### src/hw/dcc_pkg.sv
// dcc_pkg: constants, types and register map for the dual comparator control block.
// assumes a 32-bit AXI4-Lite register bus and the block running on aclk.
package dcc_pkg;
	// register byte offsets
	localparam logic [7:0] DCC_CTRL_OFF = 8'h00;
	localparam logic [7:0] DCC_FLAG_OFF = 8'h04;
	localparam logic [7:0] DCC_CFG_OFF = 8'h08;
	localparam logic [7:0] DCC_PORT_OFF = 8'h0C;
	localparam logic [7:0] DCC_TBL_OFF = 8'h10;
	// comparator_control fields
	localparam int DCC_SECOND_RESULT_BIT = 7;
	localparam int DCC_FIRST_RESULT_BIT = 6;
	localparam int DCC_SECOND_INVERT_BIT = 5;
	localparam int DCC_FIRST_INVERT_BIT = 4;
	localparam int DCC_INPUT_SWITCH_BIT = 3;
	localparam int DCC_MODE_LSB = 0;
	localparam logic [7:0] DCC_CTRL_RESET = 8'h00;
	localparam logic [7:0] DCC_CTRL_WMASK = 8'h3F;
	// flag / enable register fields
	localparam int DCC_FLAG_BIT = 0;
	localparam int DCC_ENABLE_BIT = 1;
	localparam int DCC_PERIPH_EN_BIT = 2;
	localparam int DCC_GLOBAL_EN_BIT = 3;
	localparam int DCC_SLEEP_BIT = 4;
	localparam logic [7:0] DCC_FLAG_RESET = 8'h00;
	localparam logic [7:0] DCC_FLAG_WMASK = 8'h1F;
	// direction: 1 = input, reset all inputs
	localparam logic [7:0] DCC_DIR_RESET = 8'hFF;
	localparam int DCC_PIN_FIRST_OUT = 1;
	localparam int DCC_PIN_SECOND_OUT = 2;
	localparam logic [2:0] DCC_MODE_INTREF = 3'h6;
	localparam logic [2:0] DCC_MODE_OFF = 3'h7;
	localparam logic [1:0] DCC_RESP_OKAY = 2'h0;
	localparam logic [1:0] DCC_RESP_SLVERR = 2'h2;
	// decode table entry for modes 001..101, one byte each
	localparam int DCC_TBL_ENTRIES = 8;
	typedef struct packed {
		logic first_on;
		logic second_on;
		logic [1:0] first_neg_sel;
		logic [1:0] second_neg_sel;
		logic first_pin_out;
		logic second_pin_out;
	} dcc_mode_type;
	localparam logic [7:0] DCC_TBL_RESET = 8'hF0;
	typedef struct packed {
		logic second;
		logic first;
	} dcc_pair_type;
endpackage

### src/hw/dcc_table_mem.sv
// dcc_table_mem: small register memory holding the mode decode table.
// assumes one writer and one registered read port on aclk.
`timescale 1ns/1ps
`default_nettype none
module dcc_table_mem #(
	parameter int DEPTH = 8
) (
	input wire logic aclk,
	input wire logic aresetn,
	input wire logic wr_en,
	input wire logic [2:0] wr_addr,
	input wire logic [7:0] wr_data,
	input wire logic [2:0] rd_addr,
	output logic [7:0] rd_data
);
	import dcc_pkg::*;
	logic [7:0] mem_r [DEPTH];
	logic [7:0] mem_nxt [DEPTH];
	logic [7:0] rd_data_r;
	logic [7:0] rd_data_nxt;
	always_comb begin
		for (int i = 0; i < DEPTH; i++) begin
			mem_nxt[i] = (wr_en && wr_addr == 3'(i)) ? wr_data : mem_r[i];
		end
		rd_data_nxt = mem_r[rd_addr];
	end
	always_ff @(posedge aclk) begin
		if (!aresetn) begin
			for (int i = 0; i < DEPTH; i++) begin
				mem_r[i] <= DCC_TBL_RESET;
			end
			rd_data_r <= DCC_TBL_RESET;
		end else begin
			mem_r <= mem_nxt;
			rd_data_r <= rd_data_nxt;
		end
	end
	assign rd_data = rd_data_r;
endmodule // dcc_table_mem
`default_nettype wire

### src/hw/dcc_top.sv
// dcc_top: digital control and status for two analog comparators.
// assumes analog results arrive asynchronous; software via AXI4-Lite on aclk.
// Function
// - result high when positive exceeds negative
// - invert bits flip each comparator result
// - results readable at bits 7,6, read-only
// - three-bit mode field selects eight configurations
// - mode 110 routes reference to positive inputs
// - mode 111 powers both comparators off
// - reset clears control, comparators powered down
// - flag set on mismatch with latched outputs
// - mismatch persists; control access relatches outputs
// - software writes flag zero clears, one sets
// - request needs all three enables set
// - comparators run and wake from sleep
// - wake-up leaves control register unchanged
// - pin outputs carry unsynchronized results
// - direction bits gate pin output drivers
// - analog-configured pins read as zero
//
// Added by the designer: the register offsets and register access over AXI4-Lite.
`timescale 1ns/1ps
`default_nettype none
module dcc_top #(
	parameter int TBL_DEPTH = 8
) (
	input wire logic aclk,
	input wire logic aresetn,
	input wire logic [31:0] s_axi_awaddr,
	input wire logic s_axi_awvalid,
	output logic s_axi_awready,
	input wire logic [31:0] s_axi_wdata,
	input wire logic [3:0] s_axi_wstrb,
	input wire logic s_axi_wvalid,
	output logic s_axi_wready,
	output logic [1:0] s_axi_bresp,
	output logic s_axi_bvalid,
	input wire logic s_axi_bready,
	input wire logic [31:0] s_axi_araddr,
	input wire logic s_axi_arvalid,
	output logic s_axi_arready,
	output logic [31:0] s_axi_rdata,
	output logic [1:0] s_axi_rresp,
	output logic s_axi_rvalid,
	input wire logic s_axi_rready,
	input wire dcc_pkg::dcc_pair_type raw_result,
	input wire logic [7:0] port_f_pins,
	output dcc_pkg::dcc_pair_type power_on,
	output logic use_internal_ref,
	output logic [1:0] first_neg_sel,
	output logic [1:0] second_neg_sel,
	output logic [7:0] port_f_direction,
	output logic [1:0] pin_out_en,
	output logic [1:0] pin_out_sel,
	output logic irq_req,
	output logic wake_req
);
	import dcc_pkg::*;
	typedef enum logic [2:0] {
		DCC_IDLE = 3'b001,
		DCC_RESP = 3'b010,
		DCC_WAIT = 3'b100
	} dcc_bus_type;

	logic [7:0] ctrl_r, ctrl_nxt, flag_r, flag_nxt, dir_r, dir_nxt, analog_r, analog_nxt;
	dcc_pair_type sync1_r, sync2_r, latch_r, latch_nxt;
	dcc_pair_type res_now;
	dcc_bus_type wst_r, wst_nxt, rst_r, rst_nxt;
	logic aw_got_r, aw_got_nxt, w_got_r, w_got_nxt;
	logic [7:0] awa_r, awa_nxt, tbl_off;
	logic [31:0] wd_r, wd_nxt, rdata_r, rdata_nxt;
	logic [1:0] bresp_r, bresp_nxt, rresp_r, rresp_nxt;
	logic do_write, ctrl_touch, tbl_wr;
	logic [7:0] tbl_rd;
	dcc_mode_type cur;
	dcc_pair_type pw_r, pw_nxt, pe_r, pe_nxt;
	logic iref_r, iref_nxt, irq_r, irq_nxt, wake_r, wake_nxt;
	logic [1:0] n1_r, n1_nxt, n2_r, n2_nxt;
	logic [2:0] mode;

	assign mode = ctrl_r[DCC_MODE_LSB +: 3];
	// entry index counted from the table base, so the first word holds mode 0
	assign tbl_off = awa_r - DCC_TBL_OFF;
	// table read port tracks the mode; one cycle of latency after a mode write
	dcc_table_mem #(.DEPTH(TBL_DEPTH)) u_tbl (
		.aclk(aclk),
		.aresetn(aresetn),
		.wr_en(tbl_wr),
		.wr_addr(tbl_off[4:2]),
		.wr_data(wd_r[7:0]),
		.rd_addr(mode),
		.rd_data(tbl_rd)
	);

	// synchronizer: first stage feeds only the second
	always_ff @(posedge aclk) begin
		if (!aresetn) begin
			sync1_r <= '0;
			sync2_r <= '0;
		end else begin
			sync1_r <= raw_result;
			sync2_r <= sync1_r;
		end
	end
	// polarity applied after synchronizing; off comparators read as their invert bit, except in mode 111 where both result bits read 0
	assign res_now.second = (sync2_r.second & pw_r.second) ^ ctrl_r[DCC_SECOND_INVERT_BIT];
	assign res_now.first = (sync2_r.first & pw_r.first) ^ ctrl_r[DCC_FIRST_INVERT_BIT];

	// write channel: address and data taken in either order
	assign do_write = aw_got_r && w_got_r && wst_r == DCC_IDLE;
	assign tbl_wr = do_write && awa_r >= DCC_TBL_OFF && awa_r < DCC_TBL_OFF + 8'(4 * TBL_DEPTH) && s_axi_wstrb[0];
	assign ctrl_touch = (do_write && awa_r == DCC_CTRL_OFF)
		|| (s_axi_arvalid && s_axi_arready && s_axi_araddr[7:0] == DCC_CTRL_OFF);

	always_comb begin
		aw_got_nxt = aw_got_r;
		w_got_nxt = w_got_r;
		awa_nxt = awa_r;
		wd_nxt = wd_r;
		wst_nxt = wst_r;
		bresp_nxt = bresp_r;
		ctrl_nxt = ctrl_r;
		flag_nxt = flag_r;
		dir_nxt = dir_r;
		analog_nxt = analog_r;
		latch_nxt = latch_r;
		if (s_axi_awvalid && s_axi_awready) begin
			aw_got_nxt = 1'b1;
			awa_nxt = s_axi_awaddr[7:0];
		end
		if (s_axi_wvalid && s_axi_wready) begin
			w_got_nxt = 1'b1;
			wd_nxt = s_axi_wdata;
		end
		case (wst_r)
			DCC_IDLE: begin
				if (do_write) begin
					aw_got_nxt = 1'b0;
					w_got_nxt = 1'b0;
					wst_nxt = DCC_RESP;
					bresp_nxt = DCC_RESP_OKAY;
					if (awa_r == DCC_CTRL_OFF) begin
						// result bits are not writable
						ctrl_nxt = (ctrl_r & ~DCC_CTRL_WMASK) | (wd_r[7:0] & DCC_CTRL_WMASK);
					end else if (awa_r == DCC_FLAG_OFF) begin
						flag_nxt = wd_r[7:0] & DCC_FLAG_WMASK;
					end else if (awa_r == DCC_CFG_OFF) begin
						dir_nxt = wd_r[7:0];
					end else if (awa_r == DCC_PORT_OFF) begin
						analog_nxt = wd_r[7:0];
					end else if (!(awa_r >= DCC_TBL_OFF && awa_r < DCC_TBL_OFF + 8'(4 * TBL_DEPTH))) begin
						bresp_nxt = DCC_RESP_SLVERR;
					end
				end
			end
			DCC_RESP: begin
				if (s_axi_bready) begin
					wst_nxt = DCC_IDLE;
				end
			end
			default: wst_nxt = DCC_IDLE;
		endcase
		if (ctrl_touch) begin
			latch_nxt = res_now;
		end
		// mismatch sets the flag, winning over a same-cycle software clear
		if (res_now != latch_r) begin
			flag_nxt[DCC_FLAG_BIT] = 1'b1;
		end
		if (mode == DCC_MODE_OFF) begin
			ctrl_nxt[DCC_SECOND_RESULT_BIT] = 1'b0;
			ctrl_nxt[DCC_FIRST_RESULT_BIT] = 1'b0;
		end else begin
			ctrl_nxt[DCC_SECOND_RESULT_BIT] = res_now.second;
			ctrl_nxt[DCC_FIRST_RESULT_BIT] = res_now.first;
		end
	end

	// mode decode; mode 000 is the reset mode with both powered down
	always_comb begin
		cur = dcc_mode_type'(tbl_rd);
		iref_nxt = 1'b0;
		if (mode == 3'h0 || mode == DCC_MODE_OFF) begin
			cur = '0;
			cur.first_neg_sel = 2'h0;
		end else if (mode == DCC_MODE_INTREF) begin
			iref_nxt = 1'b1;
			cur.first_on = 1'b1;
			cur.second_on = 1'b1;
			cur.first_pin_out = 1'b0;
			cur.second_pin_out = 1'b0;
			// 0 = RF6/AN11,RF4/AN9 ; 1 = RF5/AN10,RF3/AN8
			cur.first_neg_sel = {1'b0, ctrl_r[DCC_INPUT_SWITCH_BIT]};
			cur.second_neg_sel = {1'b0, ctrl_r[DCC_INPUT_SWITCH_BIT]};
		end
		pw_nxt.first = cur.first_on;
		pw_nxt.second = cur.second_on;
		n1_nxt = cur.first_neg_sel;
		n2_nxt = cur.second_neg_sel;
		// direction bit low selects output drive
		pe_nxt.first = cur.first_pin_out && !dir_r[DCC_PIN_FIRST_OUT];
		pe_nxt.second = cur.second_pin_out && !dir_r[DCC_PIN_SECOND_OUT];
		irq_nxt = flag_r[DCC_FLAG_BIT] && flag_r[DCC_ENABLE_BIT] && flag_r[DCC_PERIPH_EN_BIT]
			&& flag_r[DCC_GLOBAL_EN_BIT];
		// sleep does not stop the comparators nor disturb control state
		wake_nxt = flag_r[DCC_SLEEP_BIT] && flag_r[DCC_FLAG_BIT] && flag_r[DCC_ENABLE_BIT];
	end

	always_ff @(posedge aclk) begin
		if (!aresetn) begin
			ctrl_r <= DCC_CTRL_RESET;
			flag_r <= DCC_FLAG_RESET;
			dir_r <= DCC_DIR_RESET;
			analog_r <= 8'hFF;
			latch_r <= '0;
			aw_got_r <= 1'b0;
			w_got_r <= 1'b0;
			awa_r <= 8'h00;
			wd_r <= 32'h0000_0000;
			wst_r <= DCC_IDLE;
			bresp_r <= DCC_RESP_OKAY;
			pw_r <= '0;
			pe_r <= '0;
			iref_r <= 1'b0;
			n1_r <= 2'h0;
			n2_r <= 2'h0;
			irq_r <= 1'b0;
			wake_r <= 1'b0;
		end else begin
			ctrl_r <= ctrl_nxt;
			flag_r <= flag_nxt;
			dir_r <= dir_nxt;
			analog_r <= analog_nxt;
			latch_r <= latch_nxt;
			aw_got_r <= aw_got_nxt;
			w_got_r <= w_got_nxt;
			awa_r <= awa_nxt;
			wd_r <= wd_nxt;
			wst_r <= wst_nxt;
			bresp_r <= bresp_nxt;
			pw_r <= pw_nxt;
			pe_r <= pe_nxt;
			iref_r <= iref_nxt;
			n1_r <= n1_nxt;
			n2_r <= n2_nxt;
			irq_r <= irq_nxt;
			wake_r <= wake_nxt;
		end
	end

	// read channel: one read at a time, answer one cycle after address
	always_comb begin
		rst_nxt = rst_r;
		rdata_nxt = rdata_r;
		rresp_nxt = rresp_r;
		case (rst_r)
			DCC_IDLE: begin
				if (s_axi_arvalid) begin
					rst_nxt = DCC_RESP;
					rresp_nxt = DCC_RESP_OKAY;
					rdata_nxt = 32'h0000_0000;
					if (s_axi_araddr[7:0] == DCC_CTRL_OFF) begin
						rdata_nxt[7:0] = ctrl_r;
					end else if (s_axi_araddr[7:0] == DCC_FLAG_OFF) begin
						rdata_nxt[7:0] = flag_r;
					end else if (s_axi_araddr[7:0] == DCC_CFG_OFF) begin
						rdata_nxt[7:0] = dir_r;
					end else if (s_axi_araddr[7:0] == DCC_PORT_OFF) begin
						rdata_nxt[7:0] = port_f_pins & ~analog_r;
					end else begin
						rresp_nxt = DCC_RESP_SLVERR;
					end
				end
			end
			DCC_RESP: begin
				if (s_axi_rready) begin
					rst_nxt = DCC_IDLE;
				end
			end
			default: rst_nxt = DCC_IDLE;
		endcase
	end
	always_ff @(posedge aclk) begin
		if (!aresetn) begin
			rst_r <= DCC_IDLE;
			rdata_r <= 32'h0000_0000;
			rresp_r <= DCC_RESP_OKAY;
		end else begin
			rst_r <= rst_nxt;
			rdata_r <= rdata_nxt;
			rresp_r <= rresp_nxt;
		end
	end

	assign s_axi_awready = !aw_got_r && wst_r == DCC_IDLE;
	assign s_axi_wready = !w_got_r && wst_r == DCC_IDLE;
	assign s_axi_bvalid = wst_r == DCC_RESP;
	assign s_axi_bresp = bresp_r;
	assign s_axi_arready = rst_r == DCC_IDLE;
	assign s_axi_rvalid = rst_r == DCC_RESP;
	assign s_axi_rdata = rdata_r;
	assign s_axi_rresp = rresp_r;
	assign power_on = pw_r;
	assign use_internal_ref = iref_r;
	assign first_neg_sel = n1_r;
	assign second_neg_sel = n2_r;
	assign port_f_direction = dir_r;
	// analog mux takes raw comparator outputs to the pins, bypassing sync
	assign pin_out_en = {pe_r.second, pe_r.first};
	assign pin_out_sel = {pe_r.second, pe_r.first};
	assign irq_req = irq_r;
	assign wake_req = wake_r;
	// left to software: mask enable before changing mode
endmodule // dcc_top
`default_nettype wire

### config.mk
export PLATFORM = sky130hd
export DESIGN_NAME = dcc_top
export DESIGN_NICKNAME = d
export VERILOG_FILES = /design/src/hw/dcc_pkg.sv /design/src/hw/dcc_table_mem.sv /design/src/hw/dcc_top.sv
export SDC_FILE = /design/constraint.sdc
export NUM_CORES = 1
export LEC_CHECK = 0
export ABC_AREA = 1
export BUFFER_PORTS_ARGS = -buffer_cell sky130_fd_sc_hd__buf_2
export CAP_MARGIN = 15
export CORE_UTILIZATION = 25
export DETAILED_ROUTE_END_ITERATION = 10
export HOLD_SLACK_MARGIN = 0.06
export PLACE_DENSITY = 0.46
export SYNTH_ARGS = -nofsm -noshare
export SYNTH_HDL_FRONTEND = slang
export SYNTH_SLANG_ARGS = --single-unit
export TNS_END_PERCENT = 100
### constraint.sdc
create_clock -name aclk -period 1.7 [get_ports aclk]
set_clock_uncertainty 0.2 [all_clocks]
set_input_delay 0 -clock aclk [delete_from_list [all_inputs] [get_ports aclk]]
set_output_delay 0 -clock aclk [all_outputs]
set_load 0.02 [all_outputs]
==> flow_summary.yaml, run 1 <==
outcome:
  run_status: "finished, final reports clean"
global_routing:
  grt_pass1_vias: 5784
  grt_util_met3: 0.0230
  grt_max_degree: 60
  grtUsageMet2: 0.249
  grt_pass1_wl_um: 29400
  grt.busiest_layer: "met2"
  antenna_found_initial: 0
  grt_usage: 0.142
  met1_usage: 0.175
  overflow: 0
floorplanning:
  die_w_um: 164
  fp.coreArea_sq_mm: 0.0259
  io_pins: 179
  die-area_sq_mm: 0.0270
  row_count: 59
  start_util: 0.254
  dieHeight_um: 164
setup_path:
  cp.arrival_ps: 1780
  cp_slowest_stage_delay_ps: 310
  critPathTopFamily: "simple AND/OR/NAND/NOR gates"
  crit_path_top_delay_cell: "dfxtp_2"
  worstSetupPathType: "register to register"
  cp-end-kind: "register"
  cp_max_fo: 7
  cpMostUsedCell: "nand2_1"
  path_buf_inv: 4
  cp-start-kind: "register"
  crit_chain: "inv_2, nand2_2, buf_6, nor3_4, buf_12, nand3_4, buf_8, nand2_4, nand2_1, nand2_1, nor2_1"
  cp_data_required_time_ps: 1820
synth:
  synth_top_area_frac: 0.456
  synth_area_leader_cell: "dfxtp_1"
  synth.distinct_cells: 34
  yosysMostFrequentCell: "nand2_1"
  async_flop_share: 0
  netlist_instances: 926
  ys_seq_area_frac: 0.456
  synth_seq_cells: 150
  yosys-top-cells-area: "dfxtp_1 46%, nand2_1 13%, nor2_1 7.2%"
  syn_area_sq_mm: 0.00658
  yosys-top-cells-count: "236 x nand2_1, 150 x dfxtp_1, 126 x nor2_1"
  synth-warning-count: 0
  ys.flop_type: "dfxtp_1"
  syn_avg_cell_area_sq_um: 7.10
  synth-edff-count: 0
placement:
  gp_congestion: 0.759
  dp_hpwl_um: 13000
  port_buffers: 77
  placed_area_sq_mm: 0.00751
  post-place-ws_ps: -4.47
  dp_cells: 1353
sta:
  min_period_ps: 1660
  maxSlewHeadroom: 0.571
  slew_viol_final: 0
  fmax_mhz: 603
  finalHoldViolations: 0
  tns_ps: 0
  layout_setup_ws_ps: 42.4
  period_share: 0.975
  tightest_slew_ps: 643
  rsz0062_at_grt: "true"
  finalSetupViolCount: 0
final_layout:
  nNetsFinal: 1197
  area_growth_pct: 33.8
  antenna_cells: 0
  regArea_sq_mm: 0.00301
  fin_area_sq_mm: 0.00880
  fin_cells: 1428
  drive_above_1_share: 0.210
  utilization: 0.340
  multiInputGateArea_sq_mm: 0.00293
  nFillCells: 2814
routing:
  detail_route.wl_per_cell_um: 13.0
  drc_errors: 0
  drtPass1Iterations: 4
  final_antenna_net_count: 0
  drt_wl_total_um: 18600
  via_per_inst: 4.23
  vias: 6047
  drtIter0Drc: 336
clock_tree:
  clk_pin_slew_ps: 60
  clockBufferDepth: 2
  cts.sinks: 150
  cts_max_level: 4
  cts-buffers-inserted: 17
  clock_latency_ps: 430
  clockRootBuffer: "clkbuf_16"
  cts_tree: "yes"
min_path:
  holdCritPathClass: "primary input to register"
flow_run:
  max_cap_viol_count: 0
pwr:
  vdd_drop_max_mv: 0.751
  p_leak_nw: 4.21
  power_density_mw_per_mm2: 968
-- cells in the final DEF (no fill, tap or decap), types with 5 or more instances in the layout --
cell type	count
buf_2	76
dlygate4sd3_1	39
clkinv_4	5
conb_1	26
a211oi_1	7
nor3_1	6
nand2_2	10
dfxtp_1	145
buf_4	52
inv_1	87
nand3_1	68
clkbuf_16	19
inv_2	13
nor2_1	122
o211ai_1	24
nand2_1	226
o21ai_1	7
a21oi_1	49
o22ai_1	8
buf_6	11
o21ai_0	35
-- final timing paths --
kind	startpoint	endpoint	slack, ps	cells past startpoint
max	wst_r[1]	latch_r[0]	40	11
max reg2reg	wst_r[1]	latch_r[0]	40	11
min	s_axi_wstrb[0]	u_tbl.mem_r[38]	40	7
min reg2reg	sync1_r[1]	sync2_r[1]	220	2
-- through the flow --
| step | hold WS, ps | power, mW |
|---|---|---|
| 2_1_floorplan | -102 | 4.16 |
| 3_3_place_gp | 5.62 | 4.40 |
| 3_5_place_dp | 7.74 | 4.40 |
| 4_1_cts | 60.7 | 8.56 |
| 5_1_grt | 74.2 | 8.85 |
| 6_report | 36.0 | 8.52 |
-- worst reg2reg max path: stages (launching register included) --
cell and delay (ps):
dfxtp_2 310, inv_2 50, nand2_2 60, buf_6 120, nor3_4 190, buf_12 140
nand3_4 100, buf_8 170, nand2_4 80, nand2_1 50, nand2_1 60, nor2_1 40
-- timing repair --
item                       in CTS  in global routing
gates resized for setup         1                 71
setup endpoints to repair       2                106
setup buffers                   0                  2
hold buffers                   39                  0
hold endpoints to repair      114                  0
gates cloned                    0                  2
pin swaps                       0                 10
-- logic make-up (layout without fill, tap and decap cells) --
| logic type | count (synthesis) | in the layout | share of synthesized area |
|---|---|---|---|
| multiplexers | 4 | 4 | 0.00609 |
| XOR/XNOR | 2 | 2 | 0.00266 |
| other | 1 | 26 | 0.000570 |
| AO/OA/AOI/OAI | 137 | 137 | 0.119 |
| buffers and inverters | 176 | 318 | 0.132 |
| AND/OR/NAND/NOR | 456 | 456 | 0.284 |
| flip-flops | 150 | 150 | 0.456 |
-- registers in the layout, indices dropped and copies added (netlist names), 8 cells and up --
| register | flops |
|---|---|
| analog_r | 8 |
| awa_r | 8 |
| wd_r | 8 |
| u_tbl.rd_data | 8 |
| ctrl_r | 8 |
| s_axi_rdata | 8 |
| u_tbl.mem_r | 64 |
| port_f_direction | 8 |
-- per-layer routing --
layer  vias up  wire length [um]
met5         -                 0
met4         0               255
met3        13               822
met2       115              8820
met1      2724              8690
li1       3195                 -
-- layout make-up --
cell class                 count  share of cell area
timing repair buffer         185               0.162
inverter                     101              0.0431
multi-input combinational    625               0.333
sequential                   150               0.342
tap                          335              0.0476
clock inverter                13              0.0225
clock buffer                  19              0.0492
-- power by group --
part           leakage, nW  internal, mW  switching, mW
registers             1.22          3.59         0.0446
logic                 2.68         0.303          0.511
clock network        0.308          2.49           1.58
(Power assumes the default switching activity.)
==> inputs of run 2 (changes only) <==
Settings changed: BUFFER_PORTS_ARGS -buffer_cell sky130_fd_sc_hd__buf_2 to -buffer_cell sky130_fd_sc_hd__clkbuf_2.
==> run 2 against run 1 <==
- setup slack got worse by 6.1 ps
- via count rose by 1.2%
- count of clock-buffer cells in the layout fell by 1
- total power fell by 2.3%
- worst hold slack improved by 18 ps
- routed wire length rose by 0.29%
- non-clock buffer count rose by 6
- die area did not move
- core utilization fell by 0.082 points
- combinational power fell by 1%
- critical path type unchanged
- largest power group unchanged
==> flow_summary.yaml, run 2 (synthesis gave the netlist of run 1 again) <==
outcome:
  run_status: "finished, final reports clean"
clock_tree:
  cts_max_level: 4
  clockRootBuffer: "clkbuf_16"
  clk_pin_slew_ps: 60
  clock_latency_ps: 430
  cts.sinks: 150
  clockBufferDepth: 2
  cts_tree: "yes"
  cts-buffers-inserted: 17
min_path:
  holdCritPathClass: "primary input to register"
  min_to: "s_axi_rdata[2]"
  hold_depth: 8
  worstHoldStart: "s_axi_araddr[5]"
floorplanning:
  die_w_um: 164
  fp.coreArea_sq_mm: 0.0259
  dieHeight_um: 164
  die-area_sq_mm: 0.0270
  start_util: 0.254
  io_pins: 179
  row_count: 59
sta:
  min_period_ps: 1660
  whs_ps: 54.1
  finalSetupViolCount: 0
  finalHoldViolations: 0
  fmax_mhz: 601
  period_share: 0.979
  slew_viol_final: 0
  rsz0062_at_grt: "true"
routing:
  drc_errors: 0
  drt_wl_total_um: 18600
  vias: 6117
  drtPass1Iterations: 5
  final_antenna_net_count: 0
  via_per_inst: 4.27
  detail_route.wl_per_cell_um: 13.0
  drtIter0Drc: 430
pwr:
  p_sw_frac: 0.262
  p_leak_nw: 4.20
  power_density_mw_per_mm2: 948
  pwr-share-comb: 0.096
  power.share.sequential: 0.437
  vdd_drop_max_mv: 0.704
  clockPowerShare: 0.466
  p_int_mw: 6.14
  switching_power_mw: 2.18
final_layout:
  final_cell_mix: "231 x nand2_1, 149 x dfxtp_1, 121 x nor2_1, 89 x inv_1, 76 x clkbuf_2"
  largest_register_ff_count: 64
  area_growth_pct: 33.4
  multiInputGateArea_sq_mm: 0.00292
  final_common_cell: "nand2_1"
  nNetsFinal: 1203
  fin_area_sq_mm: 0.00878
  utilization: 0.339
  nFillCells: 2795
  antenna_cells: 0
  fin_cells: 1434
  regMostFlops: "u_tbl.mem_r"
  drive_above_1_share: 0.207
  regArea_sq_mm: 0.00300
global_routing:
  antenna_found_initial: 0
  grt_pass1_vias: 5794
  grt_max_degree: 75
  overflow: 0
  grt_pass1_wl_um: 29600
  grt_usage: 0.143
placement:
  gp_congestion: 0.764
  dp_hpwl_um: 13000
  port_buffers: 77
  dp_cells: 1357
  placed_area_sq_mm: 0.00757
setup_path:
  reg2regPathDepth: 10
  r2r_start: "wst_r[0]"
  worstSetupPathType: "register to register"
  timing.rr.end: "flag_r[0]"
  cp-end-kind: "register"
  cp.arrival_ps: 1790
  cp-start-kind: "register"
  cp_max_fo: 4
  cp_data_required_time_ps: 1830
  r2r_slack_ps: 40
flow_run:
  max_cap_viol_count: 0
run 2: changes by cell type in the layout (fill, tap and decap cells not counted), sizes merged, moves of 2 or more:
cell / previous run / this run
clkinv: 7 / 2
buf: 144 / 75
bufinv: 4 / 2
inv: 103 / 107
clkinvlp: 0 / 4
clkbuf: 21 / 94
run 2: per-stage QoR:
| step | worst slack (ps) | setup TNS (ps) | power (mW) |
|---|---|---|---|
| after floorplan | -4.84 | -4.84 | 4.16 |
| after global placement | -12.5 | -19.3 | 4.41 |
| after detailed placement | -0.631 | -0.631 | 4.41 |
| after CTS | 0.177 | 0 | 8.39 |
| after global routing | -98.7 | -4480 | 8.71 |
| final | 36.4 | 0 | 8.32 |
run 2: worst max-delay path by stage:
stage	cells past startpoint	start	endpoint	slack, ps
after CTS	9	awa_r[4]	u_tbl.mem_r[13]	0.2
after global placement	7	ctrl_r[0]	u_tbl.rd_data[2]	-10
final	10	wst_r[0]	flag_r[0]	40
after global routing	11	wst_r[1]	flag_r[0]	-100
after detailed placement	7	ctrl_r[0]	u_tbl.rd_data[2]	-0.6
after floorplan	7	wst_r[1]	awa_r[5]	-5
run 2: layer usage:
metal / vias up / routed length (um) / track usage
li1: 3207 / - / -
met1: 2778 / 8800 / 0.180
met2: 115 / 8940 / 0.242
met3: 17 / 642 / 0.0273
met4: 0 / 264 / 0.0459
met5: - / 0 / 0
run 2: timing repair:
| item | in CTS | in global routing |
|---|---|---|
| gates resized for setup | 1 | 64 |
| pin swaps | 0 | 4 |
| buffers inserted | 0 | 3 |
| hold buffers | 40 | 0 |
| hold endpoints to repair | 137 | 0 |
| endpoints found under the setup margin | 2 | 104 |
| cloned | 0 | 2 |
run 2: worst max-delay path: stages, from the launching register on:
cell,delay (ps)
dfxtp_1,350
nand2_2,80
buf_4,150
nor3_4,230
buf_4,150
buf_4,120
nand3_2,80
nand2_1,60
nand3_1,70
nand2_1,60
inv_1,30
run 2: power groups by stage:
stage / Combinational, mW / Sequential, mW / Clock, mW
6_report: 0.802 / 3.64 / 3.88
5_1_grt: 0.896 / 3.64 / 4.17
4_1_cts: 0.773 / 3.64 / 3.98
3_5_place_dp: 0.700 / 3.71 / 0
3_3_place_gp: 0.698 / 3.71 / 0
2_1_floorplan: 0.451 / 3.71 / 0
run 2: area by class of cell:
cell class                      count  share of cell area
Inverter                          101              0.0435
Clock buffer                       18              0.0500
Timing Repair Buffer              191               0.166
Tap cell                          335              0.0477
Multi-Input combinational cell    625               0.332
Clock inverter                     14              0.0188
Sequential cell                   150               0.342
